**config.mk**
```make
export PLATFORM = sky130hd
export DESIGN_NAME = rrsd_decode
export DESIGN_NICKNAME = d
export VERILOG_FILES = /design/src/hdl/rrsd_pkg.sv /design/src/hdl/rrsd_alu.sv /design/src/hdl/rrsd_decode.sv
export SDC_FILE = /design/constraint.sdc
export NUM_CORES = 1
export LEC_CHECK = 0
export BUFFER_PORTS_ARGS = -buffer_cell sky130_fd_sc_hd__buf_4
export CORE_AREA = 2 2 79 81
export CTS_CLUSTER_DIAMETER = 50
export DETAILED_ROUTE_END_ITERATION = 8
export DIE_AREA = 0 0 81 83
export GPL_TIMING_DRIVEN = 0
export PLACE_DENSITY = 0.76
export SLEW_MARGIN = 10
export SYNTH_ARGS = -nofsm -noshare
export SYNTH_HDL_FRONTEND = slang
export SYNTH_SLANG_ARGS = --single-unit
```
**constraint.sdc**
```tcl
create_clock -name mclk_in -period 2.1 [get_ports mclk_in]
set_input_delay 0.315 -clock mclk_in [delete_from_list [all_inputs] [get_ports mclk_in]]
set_output_delay 0.315 -clock mclk_in [all_outputs]
set_load 0.02 [all_outputs]
```
**src/hdl/rrsd_pkg.sv**
```systemverilog
/*
  Constants for the return / rotate / literal-subtract / halt decoder.
  Assumes a 14-bit instruction word and an 8-bit data path.
*/
package rrsd_pkg;
  // ----------------------------------------------------------------
  // Widths
  // ----------------------------------------------------------------
  localparam int INSN_W = 14;
  localparam int DATA_W = 8;
  localparam int FADDR_W = 7;
  localparam int PC_W = 13;
  // ----------------------------------------------------------------
  // Opcodes and masks
  // ----------------------------------------------------------------
  localparam logic [13:0] OPC_RETURN = 14'h0008;
  localparam logic [13:0] OPC_HALT = 14'h0063;
  localparam logic [13:0] MASK_FILE_OP = 14'h3F00;
  localparam logic [13:0] OPC_ROT_RIGHT = 14'h0C00;
  localparam logic [13:0] MASK_LIT_SUB = 14'h3E00;
  localparam logic [13:0] OPC_LIT_SUB = 14'h3C00;
  // ----------------------------------------------------------------
  // Field positions
  // ----------------------------------------------------------------
  localparam int DEST_BIT = 7;
  localparam int FADDR_MSB = 6;
  localparam int LIT_MSB = 7;
  localparam int HALF_BIT = 4;
  // ----------------------------------------------------------------
  // Reset values and timing
  // ----------------------------------------------------------------
  localparam logic [7:0] ACC_RST = 8'h00;
  localparam logic [12:0] PC_RST = 13'h0000;
  localparam logic [7:0] WDT_RST = 8'h00;
  localparam int RETURN_CYCLES = 2;
endpackage : rrsd_pkg

```
**src/hdl/rrsd_alu.sv**
```systemverilog
/*
  Combinational datapath: right rotate through carry and literal minus
  accumulator with carry, half-carry and zero results.
  Assumes operands are stable while the decoder samples the outputs.
*/
module rrsd_alu
  import rrsd_pkg::*;
(
  // Operands
  input wire logic [DATA_W-1:0] file_in,
  input wire logic [DATA_W-1:0] acc_in,
  input wire logic [DATA_W-1:0] lit_in,
  input wire logic carry_in,
  // Rotate results
  output logic [DATA_W-1:0] rot_out,
  output logic rot_carry_out,
  // Subtract results
  output logic [DATA_W-1:0] sub_out,
  output logic sub_carry_out,
  output logic sub_half_out,
  output logic sub_zero_out
);
  logic [DATA_W:0] diff;
  logic [HALF_BIT:0] low_diff;

  always_comb begin
    rot_out = {carry_in, file_in[DATA_W-1:1]};
    rot_carry_out = file_in[0];
    // Two's complement: k + ~W + 1
    diff = {1'b0, lit_in} + {1'b0, ~acc_in} + 9'h001;
    low_diff = {1'b0, lit_in[HALF_BIT-1:0]} + {1'b0, ~acc_in[HALF_BIT-1:0]}
      + 5'h01;
    sub_out = diff[DATA_W-1:0];
    sub_carry_out = diff[DATA_W];
    sub_half_out = low_diff[HALF_BIT];
    sub_zero_out = (diff[DATA_W-1:0] == 8'h00);
  end
endmodule : rrsd_alu

```
**src/hdl/rrsd_decode.sv**
```systemverilog
/*
  Decode and execute for subroutine return, rotate right through carry,
  literal minus accumulator and halt.
  Assumes the instruction, file read data and stack top are presented
  with insn_valid_in; file writes and stack pop are done by the core.
*/
// Overview of operation
// - Return pops stack, loads stack top into PC, flags kept, two cycles.
// - Rotate right: old carry to bit 7, old bit 0 to carry.
// - Rotate destination 0 writes accumulator, 1 writes file register.
// - Acc gets literal minus acc, sets carry, half-carry, zero, one cycle.
// - Subtract carry set when result non-negative, cleared when negative.
// - Halt clears powerdown, sets timeout, clears watchdog and prescaler.
module rrsd_decode
  import rrsd_pkg::*;
(
  // Clock and reset
  input wire logic mclk_in,
  input wire logic rst_n_in,
  // Instruction issue
  input wire logic insn_valid_in,
  input wire logic [INSN_W-1:0] insn_in,
  input wire logic [DATA_W-1:0] file_rdata_in,
  input wire logic [PC_W-1:0] stack_top_in,
  input wire logic wake_in,
  // Core state
  output logic busy_out,
  output logic [PC_W-1:0] pc_out,
  output logic pc_load_out,
  output logic stack_pop_out,
  output logic [DATA_W-1:0] acc_out,
  output logic carry_flag_out,
  output logic half_carry_flag_out,
  output logic zero_flag_out,
  output logic powerdown_flag_out,
  output logic timeout_flag_out,
  // File register write
  output logic file_we_out,
  output logic [FADDR_W-1:0] file_addr_out,
  output logic [DATA_W-1:0] file_wdata_out,
  // Watchdog and oscillator
  output logic wdt_clear_out,
  output logic sleep_out
);
  // ----------------------------------------------------------------
  // Reset synchroniser
  // ----------------------------------------------------------------
  logic rst_s1_q;
  logic rst_s2_q;
  always_ff @(posedge mclk_in or negedge rst_n_in) begin
    if (!rst_n_in) begin
      rst_s1_q <= 1'b0;
      rst_s2_q <= 1'b0;
    end else begin
      rst_s1_q <= 1'b1;
      rst_s2_q <= rst_s1_q;
    end
  end
  wire rst_n = rst_s2_q;

  // ----------------------------------------------------------------
  // Decode
  // ----------------------------------------------------------------
  function automatic logic match(input logic [INSN_W-1:0] w,
                                 input logic [INSN_W-1:0] m,
                                 input logic [INSN_W-1:0] v);
    match = ((w & m) == v);
  endfunction : match

  typedef enum logic [2:0] {
    RRSD_RUN = 3'b001,
    RRSD_RET2 = 3'b010,
    RRSD_SLEEP = 3'b100
  } rrsd_state_t;
  rrsd_state_t state_q;

  logic issue;
  logic is_ret;
  logic is_rot;
  logic is_sub;
  logic is_halt;
  logic dest_file;
  logic [FADDR_W-1:0] faddr;
  logic [DATA_W-1:0] lit;
  assign issue = insn_valid_in && (state_q == RRSD_RUN);
  assign is_ret = issue && match(insn_in, {INSN_W{1'b1}}, OPC_RETURN);
  assign is_halt = issue && match(insn_in, {INSN_W{1'b1}}, OPC_HALT);
  assign is_rot = issue && match(insn_in, MASK_FILE_OP, OPC_ROT_RIGHT);
  assign is_sub = issue && match(insn_in, MASK_LIT_SUB, OPC_LIT_SUB);
  assign dest_file = insn_in[DEST_BIT];
  assign faddr = insn_in[FADDR_MSB:0];
  assign lit = insn_in[LIT_MSB:0];

  // ----------------------------------------------------------------
  // Datapath
  // ----------------------------------------------------------------
  logic [DATA_W-1:0] rot_val;
  logic rot_c;
  logic [DATA_W-1:0] sub_val;
  logic sub_c;
  logic sub_hc;
  logic sub_z;
  rrsd_alu u_alu (
    .file_in(file_rdata_in),
    .acc_in(acc_out),
    .lit_in(lit),
    .carry_in(carry_flag_out),
    .rot_out(rot_val),
    .rot_carry_out(rot_c),
    .sub_out(sub_val),
    .sub_carry_out(sub_c),
    .sub_half_out(sub_hc),
    .sub_zero_out(sub_z)
  );

  // ----------------------------------------------------------------
  // Sequencing
  // ----------------------------------------------------------------
  always_ff @(posedge mclk_in or negedge rst_n) begin
    if (!rst_n) begin
      state_q <= RRSD_RUN;
    end else begin
      case (state_q)
        RRSD_RUN: begin
          if (is_ret) begin
            state_q <= RRSD_RET2;
          end else if (is_halt) begin
            state_q <= RRSD_SLEEP;
          end
        end
        RRSD_RET2: state_q <= RRSD_RUN;
        RRSD_SLEEP: begin
          if (wake_in) begin
            state_q <= RRSD_RUN;
          end
        end
        default: state_q <= RRSD_RUN;
      endcase
    end
  end

  always_ff @(posedge mclk_in or negedge rst_n) begin
    if (!rst_n) begin
      busy_out <= 1'b0;
      sleep_out <= 1'b0;
    end else begin
      busy_out <= is_ret || is_halt || (state_q == RRSD_SLEEP && !wake_in);
      sleep_out <= is_halt || (state_q == RRSD_SLEEP && !wake_in);
    end
  end

  // ----------------------------------------------------------------
  // Program counter and stack
  // ----------------------------------------------------------------
  always_ff @(posedge mclk_in or negedge rst_n) begin
    if (!rst_n) begin
      pc_out <= PC_RST;
      pc_load_out <= 1'b0;
      stack_pop_out <= 1'b0;
    end else begin
      pc_load_out <= is_ret;
      stack_pop_out <= is_ret;
      if (is_ret) begin
        pc_out <= stack_top_in;
      end
    end
  end

  // ----------------------------------------------------------------
  // Accumulator and file write
  // ----------------------------------------------------------------
  always_ff @(posedge mclk_in or negedge rst_n) begin
    if (!rst_n) begin
      acc_out <= ACC_RST;
      file_we_out <= 1'b0;
      file_addr_out <= '0;
      file_wdata_out <= '0;
    end else begin
      file_we_out <= is_rot && dest_file;
      if (is_rot) begin
        file_addr_out <= faddr;
        file_wdata_out <= rot_val;
        if (!dest_file) begin
          acc_out <= rot_val;
        end
      end else if (is_sub) begin
        acc_out <= sub_val;
      end
    end
  end

  // ----------------------------------------------------------------
  // Status flags
  // ----------------------------------------------------------------
  always_ff @(posedge mclk_in or negedge rst_n) begin
    if (!rst_n) begin
      carry_flag_out <= 1'b0;
      half_carry_flag_out <= 1'b0;
      zero_flag_out <= 1'b0;
    end else begin
      if (is_rot) begin
        carry_flag_out <= rot_c;
      end else if (is_sub) begin
        carry_flag_out <= sub_c;
        half_carry_flag_out <= sub_hc;
        zero_flag_out <= sub_z;
      end
    end
  end

  always_ff @(posedge mclk_in or negedge rst_n) begin
    if (!rst_n) begin
      powerdown_flag_out <= 1'b1;
      timeout_flag_out <= 1'b1;
      wdt_clear_out <= 1'b0;
    end else begin
      wdt_clear_out <= is_halt;
      if (is_halt) begin
        powerdown_flag_out <= 1'b0;
        timeout_flag_out <= 1'b1;
      end
    end
  end
endmodule : rrsd_decode

```
Word-level counts from Yosys, hierarchy flattened
Cells that the tools add are included.
Widths: inputs -> output; s select.
{ "op_classes": {"addsub": 4, "mul": 0, "n_div": 0, "magnitude_cmp": 0, "n_eq_ne": 9, "shift": 0, "mux": 9, "bitwise_logic": 3, "n_reduce_logical": 16} }
{ "op_table": {"columns": ["operator", "count"], "rows": [
  ["$mux 8", 3],
  ["$eq 14x4->1 const B", 1],
  ["$eq 14x7->1 const B", 1],
  ["$add 8x8->9", 1],
  ["$add 9x1->9 const B", 1],
  ["$mux 3", 3],
  ["$logic_not 8->1", 1],
  ["$not 8->8", 1],
  ["$logic_and 1x1->1", 7],
  ["$eq 6x4->1 const B", 1],
  ["$pmux 3 s2", 1],
  ["$reduce_and 2->1", 3],
  ["$add 4x4->5", 1],
  ["$add 5x1->5 const B", 1],
  ["$eq 5x5->1 const B", 1],
  ["$ne 2x2->1 const B", 2],
  ["$not 4->4", 1],
  ["$eq 3x1->1 const B", 1],
  ["$eq 3x3->1 const B", 1],
  ["$logic_or 1x1->1", 3],
  ["$ne 3x3->1 const B", 1],
  ["$mux 1", 2],
  ["$reduce_bool 2->1", 1],
  ["$logic_not 1->1", 1],
  ["$not 1->1", 1]
]} }
{ "totals": {"register_bits": 50, "latchBits": 0, "ramBits": 0, "rom_bits": 0, "n_memories": 0} }

Depth between registers and ports, before layout
Gate-level depths: netlist of the first run.
{ "depth": {"depth_word": 6, "depth_mapped": 10, "depth_no_buf": 10} }

Cells and area by module
A second synthesis of the first run with hierarchy kept.
{ "hier_totals": {"cells_unflattened": 217, "hier_area_um2": 2527.4} }
{ "by_module_without_submodules": {"columns": ["mod", "n_inst", "cells_per_inst", "area_each_um2", "seq_area_each_um2"], "rows": [
  ["rrsd_decode", 1, 156, 2078.2, 1253.7],
  ["rrsd_alu", 1, 61, 449.2, 0.0]
]} }

Worst setup path before layout of the first run
No wires, ideal clock.
{ "synth_timing": {"kind": "flip-flop to flip-flop", "startpoint": "register acc_out[0]", "endpoint": "register carry_flag_out", "setup_time_ps": 118, "arrival_time_ps": 2028, "required_time_ps": 1982, "setup_slack_ps": -46, "path_stages_with_launch": 10, "synth_period_minus_slack_ps": 2146, "path_cell_list": "dfrtp_1 -> ha_1 -> inv_1 -> fa_1 -> a21o_1 -> a221oi_1 -> nor2b_1 -> o21ai_0 -> a221oi_1 -> a21o_1"} }
{ "synth_between": {"elab_chain_cells": 5} }
{ "synth_rtl": {"columns": ["item", "line_no", "source"], "rows": [
  ["from (decl)", "rrsd_decode.sv:31", "output logic [DATA_W-1:0] acc_out,"],
  ["from (signal assigned)", "rrsd_decode.sv:184", "acc_out <= rot_val;"],
  ["from (signal assigned)", "rrsd_decode.sv:187", "acc_out <= sub_val;"],
  ["$not 8->8", "rrsd_alu.sv:30", "diff = {1'b0, lit_in} + {1'b0, ~acc_in} + 9'h001;"],
  ["$add 8x8->9", "rrsd_alu.sv:30", null],
  ["$add 9x1->9", "rrsd_alu.sv:30", null],
  ["$mux 1", "rrsd_decode.sv:203", "end else if (is_sub) begin"],
  ["$mux 1", "rrsd_decode.sv:201", "if (is_rot) begin"],
  ["to (signal assigned)", "rrsd_decode.sv:202", "carry_flag_out <= rot_c;"],
  ["to (signal assigned)", "rrsd_decode.sv:204", "carry_flag_out <= sub_c;"],
  ["to (decl)", "rrsd_decode.sv:32", "output logic carry_flag_out,"]
]} }
No other way between the ends. The select of a mux whose other input is x is not followed.
A chain may end at the register's enable or synchronous reset.

Worst setup path after layout of the first run
{ "layout_timing": {"startpoint": "register acc_out[0]", "endpoint": "register zero_flag_out"} }
{ "layout_between": {"elab_chain_cells": 4} }
{ "layout_rtl": {"columns": ["item", "line_no", "source"], "rows": [
  ["$not 8->8", "rrsd_alu.sv:30", null],
  ["$add 8x8->9", "rrsd_alu.sv:30", null],
  ["$add 9x1->9", "rrsd_alu.sv:30", null],
  ["$logic_not 8->1", "rrsd_alu.sv:36", "sub_zero_out = (diff[DATA_W-1:0] == 8'h00);"],
  ["to (signal assigned)", "rrsd_decode.sv:206", "zero_flag_out <= sub_z;"],
  ["to (decl)", "rrsd_decode.sv:34", "output logic zero_flag_out,"]
]} }
No other way between the ends.

==> results of run 1 <==
==> sequential cells by signal, summed over array words and instances, names as in the netlist <==
register,cells
rst_s1_q,1
rst_n,1
carry_flag_out,1
pc_out,13
busy_out,1
acc_out,8
file_we_out,1
file_wdata_out,8
zero_flag_out,1
powerdown_flag_out,1
half_carry_flag_out,1
wdt_clear_out,1
stack_pop_out,1
state_q,3
sleep_out,1
file_addr_out,7
==> cell families after synthesis <==
kind of cell             count (synthesis)
AO/OA/AOI/OAI                           36
XOR/XNOR                                 5
adder cells (fa/ha/maj)                  9
buffers and inverters                   19
flip-flops                              50
multiplexers                            13
other                                    1
AND/OR/NAND/NOR                         84
==> repair_timing <==
action	in CTS	in global routing
pin swaps	3	2
endpoints found under the setup margin	3	4
resized for setup	2	10
hold buffers	1	0
hold endpoints to repair	2	0
setup buffers	1	2
==> final timing paths <==
check / from / end / slack [ns]
worst max-delay path: acc_out[0] / zero_flag_out / 0.05
worst min-delay path: rst_n / acc_out[7] / 0.16
worst max register to register: acc_out[0] / zero_flag_out / 0.05
worst min register to register: rst_n / acc_out[7] / 0.16
max in group asynchronous: rst_n / powerdown_flag_out / 1.40
min in group mclk_in: file_rdata_in[0] / carry_flag_out / 0.21
==> cell type report <==
class	instances	share of cell area, %
flip-flops and latches	50	39.00
plain buffers	8	1.516
repair buffers	89	21.23
clock buffers	6	2.255
inverters	11	1.283
well taps	75	2.916
multi-input cells	149	31.34
clock inverters	2	0.4666
==> routing by layer <==
layer / wire length [um] / up-vias / global-route usage, %
li1: - / 920 / -
met1: 2601 / 931 / 20.96
met2: 2973 / 61 / 31.25
met3: 330 / 5 / 4.022
met4: 76 / 0 / 6.626
met5: 0 / - / 0
==> power groups by stage <==
stage	Combinational (mW)	Sequential [mW]	Clock [mW]
final	1.19	1.16	0.555
after global routing	1.30	1.17	0.614
after CTS	1.09	1.16	0.574
after detailed placement	1.05	1.18	0
after global placement	0.991	1.19	0
after floorplan	0.515	1.32	0
==> layout by cell type, fill, tap and decap left out, types with 3 or more instances in the layout <==
cell type  count
nor4_1         3
nand2_1       54
and2_1         3
nor2b_1        3
inv_1         11
buf_4         92
clkbuf_1       3
xnor2_1        4
o21ai_0       10
o21a_1         3
a21oi_1        3
mux2_2        13
clkbuf_8       5
ha_1           6
nor2_1         4
a21boi_0       4
o21ai_1        3
dfrtp_1       47
a21o_1         5
==> metrics by stage <==
step | hold slack (ns) | util, % | worst slack, ns | setup TNS (ns) | cells
floorplan | 0.01941 | - | 0.02985 | 0 | 218
global placement | 0.09739 | 52.02 | -0.2405 | -0.6239 | 377
detailed placement | 0.09995 | 52.39 | -0.2594 | -0.7073 | 378
CTS | 0.1626 | 54.41 | 0.006313 | 0 | 388
global route | 0.1755 | 55.34 | -0.009056 | -0.009946 | 390
finish | 0.1562 | 55.34 | 0.04970 | 0 | 390
==> worst register-to-register path, delay by kind of cell (launching register included) <==
| family | cells | cell delay [ns] |
|---|---|---|
| AND/OR/NAND/NOR | 2 | 0.53 |
| buffers and inverters | 2 | 0.19 |
| XOR/XNOR | 1 | 0.20 |
| AO/OA/AOI/OAI | 1 | 0.19 |
| adder cells (fa/ha/maj) | 2 | 0.52 |
| flip-flops | 1 | 0.36 |
==> metrics.md, run 1 <==
| Metric | Value |
|---|---|
| Status | `complete, no violations` |
| Antenna Nets Post-Route | `0` |
| Worst-margin pin slew | `between 0.5 and 0.6 ns` |
| Reg2Reg Depth | `8` |
| Largest net degree at the start of global routing | `38` |
| Post-Route WL | `about 6000 um` |
| CP Data Arrival Time | `roughly 2.3 ns` |
| Fmax achieved | `between 400 and 500 MHz` |
| Worst-path cell chain | `ha_2 -> inv_1 -> fa_2 -> buf_4 -> xnor2_1 -> nand3b_1 -> nor4_1 -> a22o_1` |
| Post-synth top cells | `54 x nand2_1, 48 x dfrtp_1, 13 x mux2_2` |
| Syn-to-layout area delta | `40.47%` |
| Setup crit end kind | `flip-flop` |
| Post-synth EDFFs | `0` |
| Switching share of power | `35.97%` |
| Buf/Inv on CP | `2` |
| CP max stage delay | `roughly 0.40 ns` |
| Worst hold path class | `reg -> async` |
| LEAKAGE | `between 1.5 and 2 nW` |
| Top cell family by delay on the critical path | `simple AND/OR/NAND/NOR gates` |
| Synthesis Warnings | `0` |
| Power share of the sequential group | `39.9%` |
| Worst-path fanout max | `2` |
| Io pins | `86` |
| Post-Synth Simple-Gate Area | `17.48%` |
| CTS sink count | `50` |
| Synth area leaders | `dfrtp_1 52%, nand2_1 8.8%, mux2_2 6.4%, ha_1 4.4%, o21ai_0 2.6%` |
| Top-count cell post-synth | `nand2_1` |
| RSZ-0062 raised after global routing | `yes` |
| GPL Wtd Cong | `approximately 0.82` |
| P_int | `1.857 mW` |
| Drc violations | `0` |
| Post-Synthesis Cell Area | `around 0.0023 mm2` |
| CTS tree | `yes` |
| Seq/Total Area, Yosys | `between 50 and 60%` |
| Rel. slew slack | `64.20%` |
| Synth async-reset ratio | `100.0%` |
| Initial antenna violation count | `0` |
| Final Hold Fails | `0` |
| Vias | `1917` |
| Filler Cells Inserted | `529` |
| Tcrit/Tclk final | `between 90% and 100%` |
| CP max-delay cell | `nor4_1` |
| Post-synth top area cell | `dfrtp_1` |
| Starting Density | `about two fifths` |
| Fin. max-slew vios | `0` |
| Die Y | `between 80 and 90 um` |
| Die X | `a little over 80 um` |
| Post-synth cell types | `39` |
| Post-DP HPWL | `roughly 4600 um` |
| CTS root buffer | `clkbuf_8` |
| Final cell area excluding filler cells | `roughly 0.0032 mm2` |
| Largest family of logic cells by synthesized area | `simple AND/OR/NAND/NOR gates` |
| Final min period | `between 2 and 2.5 ns` |
| Multi-input logic area | `about 0.001 mm2` |
| Final-stage net count | `362` |
| Clock Latency Late Sink | `0.31 ns` |
| Syn Area/Cell | `about 11 um2` |
| Cell count after synthesis | `between 200 and 250` |
| Maximum clock path buffer count | `2` |
| Htree depth | `2` |
| Synth top area share | `a little over half` |
| Pre-antenna DRT Iters | `4` |
| Setup CP Type | `reg -> reg` |
| PortBufs | `84` |
| Post-DR vias/cell | `4.915` |
| Number of global-route vias before repair | `approximately 2000` |
| Placed Area | `about 0.0030 mm2` |
| Synth Area in Adders | `5.243%` |
| Worst endpoint required time | `roughly 2.3 ns` |
| Stages on worst setup path | `8` |
| Starting DRC count in detailed routing | `57` |
| GRT Resource Usage Total | `~18%` |
| Wirelength per Cell | `~15 um` |
| Final setup viols | `0` |
| Peak VDD IR | `0.0005237 V` |
| Psw | `between 1 and 1.5 mW` |
| Primary FF master, synth | `dfrtp_1` |
| Inserted Diodes | `0` |
| Congestion Overflow GR | `0` |
| Layout cells sized above 1 | `between 40% and 50%` |
| Clock skew | `0.01125 ns` |
| Core area | `0.005816 mm2` |
| Row count | `28` |
| Post-synthesis mux area share | `under 10%` |
| Reg clk slew, reported paths | `about 0.09 ns` |
| Total power | `just under 3 mW` |
| Crit start category | `flip-flop` |
| Max cap viols | `0` |
| Power density of the placed cells | `901.4 mW/mm2` |
| Comb power frac | `40.9%` |
| Sequential Area | `0.001255 mm2` |
| Full die area | `0.006723 mm2` |
| FF+latch count, synth | `50` |
| First-pass GRT wire length | `slightly above 9000 um` |
| Clk pwr share | `roughly a fifth` |
| Clock buffer count from CTS | `5` |
| Synth Area in XOR/XNOR | `between 1.5 and 2%` |
| Synth Area in Compound Gates | `about a tenth` |
No activity file was read; power rests on OpenSTA's default activity.
==> run 2: changes to the inputs <==
--- a/config.mk
+++ b/config.mk
@@ -12,6 +12,7 @@
 export DIE_AREA = 0 0 81 83
 export GPL_TIMING_DRIVEN = 0
 export PLACE_DENSITY = 0.76
+export REMOVE_ABC_BUFFERS = 1
 export SLEW_MARGIN = 10
 export SYNTH_ARGS = -nofsm -noshare
 export SYNTH_HDL_FRONTEND = slang
==> run 2 against run 1 <==
Power rose by 0.31%. Flip-flop and latch count did not move. Sequential power barely moved. Critical path type unchanged.
==> metrics.md, run 2 (synthesis gave the netlist of run 1 again) <==
| Metric | Value |
|---|---|
| Power density of the placed cells | `903.8 mW/mm2 (was 901.4 mW/mm2)` |
| Fin. max-slew vios | `0 (unchanged)` |
| Post-DP HPWL | `4103 um (was 4571 um)` |
| Top cell family by delay on the critical path | `compound AO/OA/AOI/OAI gates (was simple AND/OR/NAND/NOR gates)` |
| Buf/Inv on CP | `1 (was 2)` |
| Fmax achieved | `497.5 MHz (was 487.7 MHz)` |
| Largest regs | `pc_out: 13 flops, acc_out: 8 flops, file_wdata_out: 8 flops (unchanged)` |
| Worst reg2reg path endpoint | `zero_flag_out (unchanged)` |
| Commonest non-fill, non-tap cell in the layout | `buf_4 (unchanged)` |
| Starting DRC count in detailed routing | `90 (was 57)` |
| Worst Min Path Start | `file_rdata_in[0]` |
| Placed Area | `0.002992 mm2 (was 0.003047 mm2)` |
| CP max-delay cell | `dfrtp_1 (was nor4_1)` |
| Clock Latency Late Sink | `0.31 ns (about the same)` |
| Biggest register | `pc_out (unchanged)` |
| Reg2Reg Depth | `8 (unchanged)` |
| Final cell area excluding filler cells | `0.003219 mm2 (was 0.003218 mm2)` |
| RR Startpoint | `acc_out[0] (unchanged)` |
| Clock skew | `0.01463 ns (was 0.01125 ns)` |
| Final Hold Fails | `0 (unchanged)` |
| PortBufs | `84 (unchanged)` |
| Full die area | `0.006723 mm2 (unchanged)` |
| Stages on worst setup path | `8 (unchanged)` |
| Psw | `1.044 mW (was 1.043 mW)` |
| Initial antenna violation count | `0 (unchanged)` |
| Inserted Diodes | `0 (unchanged)` |
| CP Data Arrival Time | `2.20 ns (was 2.30 ns)` |
| Worst hold path class | `in -> reg (was reg -> async)` |
| Maximum clock path buffer count | `2 (unchanged)` |
| Layout cells sized above 1 | `43.37% (was 40.95%)` |
| Setup crit end kind | `flip-flop (unchanged)` |
| Antenna Nets Post-Route | `0 (unchanged)` |
| Hold path depth | `2` |
| CTS sink count | `50 (unchanged)` |
| Syn-to-layout area delta | `40.52% (was 40.47%)` |
| Rel. slew slack | `58.58% (was 64.20%)` |
| Peak VDD IR | `0.0004824 V (was 0.0005237 V)` |
| GPL Wtd Cong | `0.8223 (was 0.8229)` |
| Worst endpoint required time | `2.29 ns (was 2.34 ns)` |
| Tcrit/Tclk final | `95.71% (was 97.63%)` |
| Wirelength per Cell | `14.50 um (was 15.34 um)` |
| Io pins | `86 (unchanged)` |
| Total power | `2.910 mW (was 2.901 mW)` |
| Largest net degree at the start of global routing | `29 (was 38)` |
| Max cap viols | `0 (unchanged)` |
| Clock buffer count from CTS | `5 (unchanged)` |
| Congestion Overflow GR | `0 (unchanged)` |
| Htree depth | `2 (unchanged)` |
| Number of global-route vias before repair | `1864 (was 1961)` |
| Switching share of power | `35.88% (was 35.97%)` |
| CTS tree | `yes (unchanged)` |
| Die Y | `83 um (unchanged)` |
| P_int | `1.865 mW (was 1.857 mW)` |
| Worst hold path endpoint | `carry_flag_out` |
| Crit start category | `flip-flop (unchanged)` |
| Number of flip-flops in the largest register | `13 (unchanged)` |
| Worst-margin pin slew | `0.6212 ns (was 0.5370 ns)` |
| Reg clk slew, reported paths | `0.10 ns (was 0.09 ns)` |
| LEAKAGE | `1.679 nW (was 1.676 nW)` |
| Core area | `0.005816 mm2 (unchanged)` |
| Final-stage net count | `356 (was 362)` |
| Drc violations | `0 (unchanged)` |
| CTS root buffer | `clkbuf_8 (unchanged)` |
| Vias | `1885 (was 1917)` |
| Fin cells | `384 (was 390)` |
| Status | `complete, no violations (unchanged)` |
| Final setup viols | `0 (unchanged)` |
| Worst-path fanout max | `2 (unchanged)` |
| Starting Density | `39.39% (unchanged)` |
| GRT Resource Usage Total | `17.06% (was 17.87%)` |
| Pre-antenna DRT Iters | `4 (unchanged)` |
| Most frequent cells in the layout | `88 x buf_4, 53 x nand2_1, 47 x dfrtp_1 (was 92 x buf_4, 54 x nand2_1, 47 x dfrtp_1)` |
| Row count | `28 (unchanged)` |
| CP max stage delay | `0.36 ns (was 0.40 ns)` |
| Final WS setup | `0.09003 ns (was 0.04970 ns)` |
| Dpl ws | `-0.3159 ns (was -0.2594 ns)` |
| Post-Route WL | `5569 um (was 5982 um)` |
| Hold Slack | `0.2119 ns (was 0.1562 ns)` |
| Worst-path cell chain | `ha_2 -> inv_2 -> fa_2 -> a21o_1 -> a221oi_2 -> xnor2_1 -> a211oi_2 -> a22o_1 (was ha_2 -> inv_1 -> fa_2 -> buf_4 -> xnor2_1 -> nand3b_1 -> nor4_1 -> a22o_1)` |
| Dpl cells | `370 (was 378)` |
| Die X | `81 um (unchanged)` |
| Post-DR vias/cell | `4.909 (was 4.915)` |
| Comb power frac | `40.8% (was 40.9%)` |
| Clk pwr share | `19.2% (was 19.1%)` |
| First-pass GRT wire length | `8928 um (was 9163 um)` |
| R2r setup slk | `0.09 ns (was 0.05 ns)` |
| Setup CP Type | `reg -> reg (unchanged)` |
| RSZ-0062 raised after global routing | `yes (unchanged)` |
| Final min period | `2.010 ns (was 2.050 ns)` |
| Power share of the sequential group | `40.0% (was 39.9%)` |
-- run 2: cell types whose count changed in the layout (fill, tap and decap cells not counted), sizes merged --
cell    before  now
buf         94   90
clkbuf       8    6
-- run 2: power by group through the flow --
stage	Combinational [mW]	Sequential, mW	Clock [mW]
3_3_place_gp	0.975	1.19	0
6_report	1.19	1.16	0.559
2_1_floorplan	0.500	1.32	0
3_5_place_dp	1.01	1.18	0
4_1_cts	1.09	1.16	0.573
5_1_grt	1.30	1.18	0.620
-- run 2: repair_timing --
item                                    CTS  global route
buffers inserted                          1             4
endpoints found under the hold margin     2             0
pin swaps                                 3             6
endpoints found under the setup margin   23            15
gates resized for setup                   8            14
hold buffers                              1             0
-- run 2: area by class of cell --
cell class                      instances  area, um2
Timing Repair Buffer                   91      710.7
Tap cell                               75      93.84
Inverter                               11      41.29
Clock inverter                          2      15.01
Fill cell                             520       2596
Sequential cell                        50       1255
Multi-Input combinational cell        149       1031
Clock buffer                            6      72.57
-- run 2: routing by layer --
| metal | up-vias | wire (um) | global-route usage (%) |
|---|---|---|---|
| met1 | 897 | 2447 | 22.58 |
| li1 | 917 | - | - |
| met4 | 0 | 158 | 7.550 |
| met2 | 57 | 2702 | 27.35 |
| met3 | 14 | 261 | 2.609 |
| met5 | - | 0 | 0 |
-- run 2: how the worst max path moves through the flow --
stage	from	endpoint	slack (ns)
after floorplan	acc_out[0]	carry_flag_out	-0.06
after global placement	insn_in[0]	carry_flag_out	-0.29
after detailed placement	insn_in[0]	carry_flag_out	-0.32
after CTS	state_q[0]	acc_out[7]	0.01
after global routing	acc_out[0]	carry_flag_out	-0.04
final	acc_out[0]	zero_flag_out	0.09
-- run 2: worst reg2reg max path: cells and delay by family (launching register included) --
family,cells,cell delay [ns]
adder cells (fa/ha/maj),2,0.52
flip-flops,1,0.36
AO/OA/AOI/OAI,4,0.77
buffers and inverters,1,0.04
XOR/XNOR,1,0.20
-- run 2: through the flow --
step                      TNS [ns]  utilization (%)
after CTS                        0            53.92
after detailed placement    -2.729            51.44
after floorplan           -0.07723                -
final                            0            55.36
after global routing      -0.03681            55.36
after global placement      -1.764            51.08
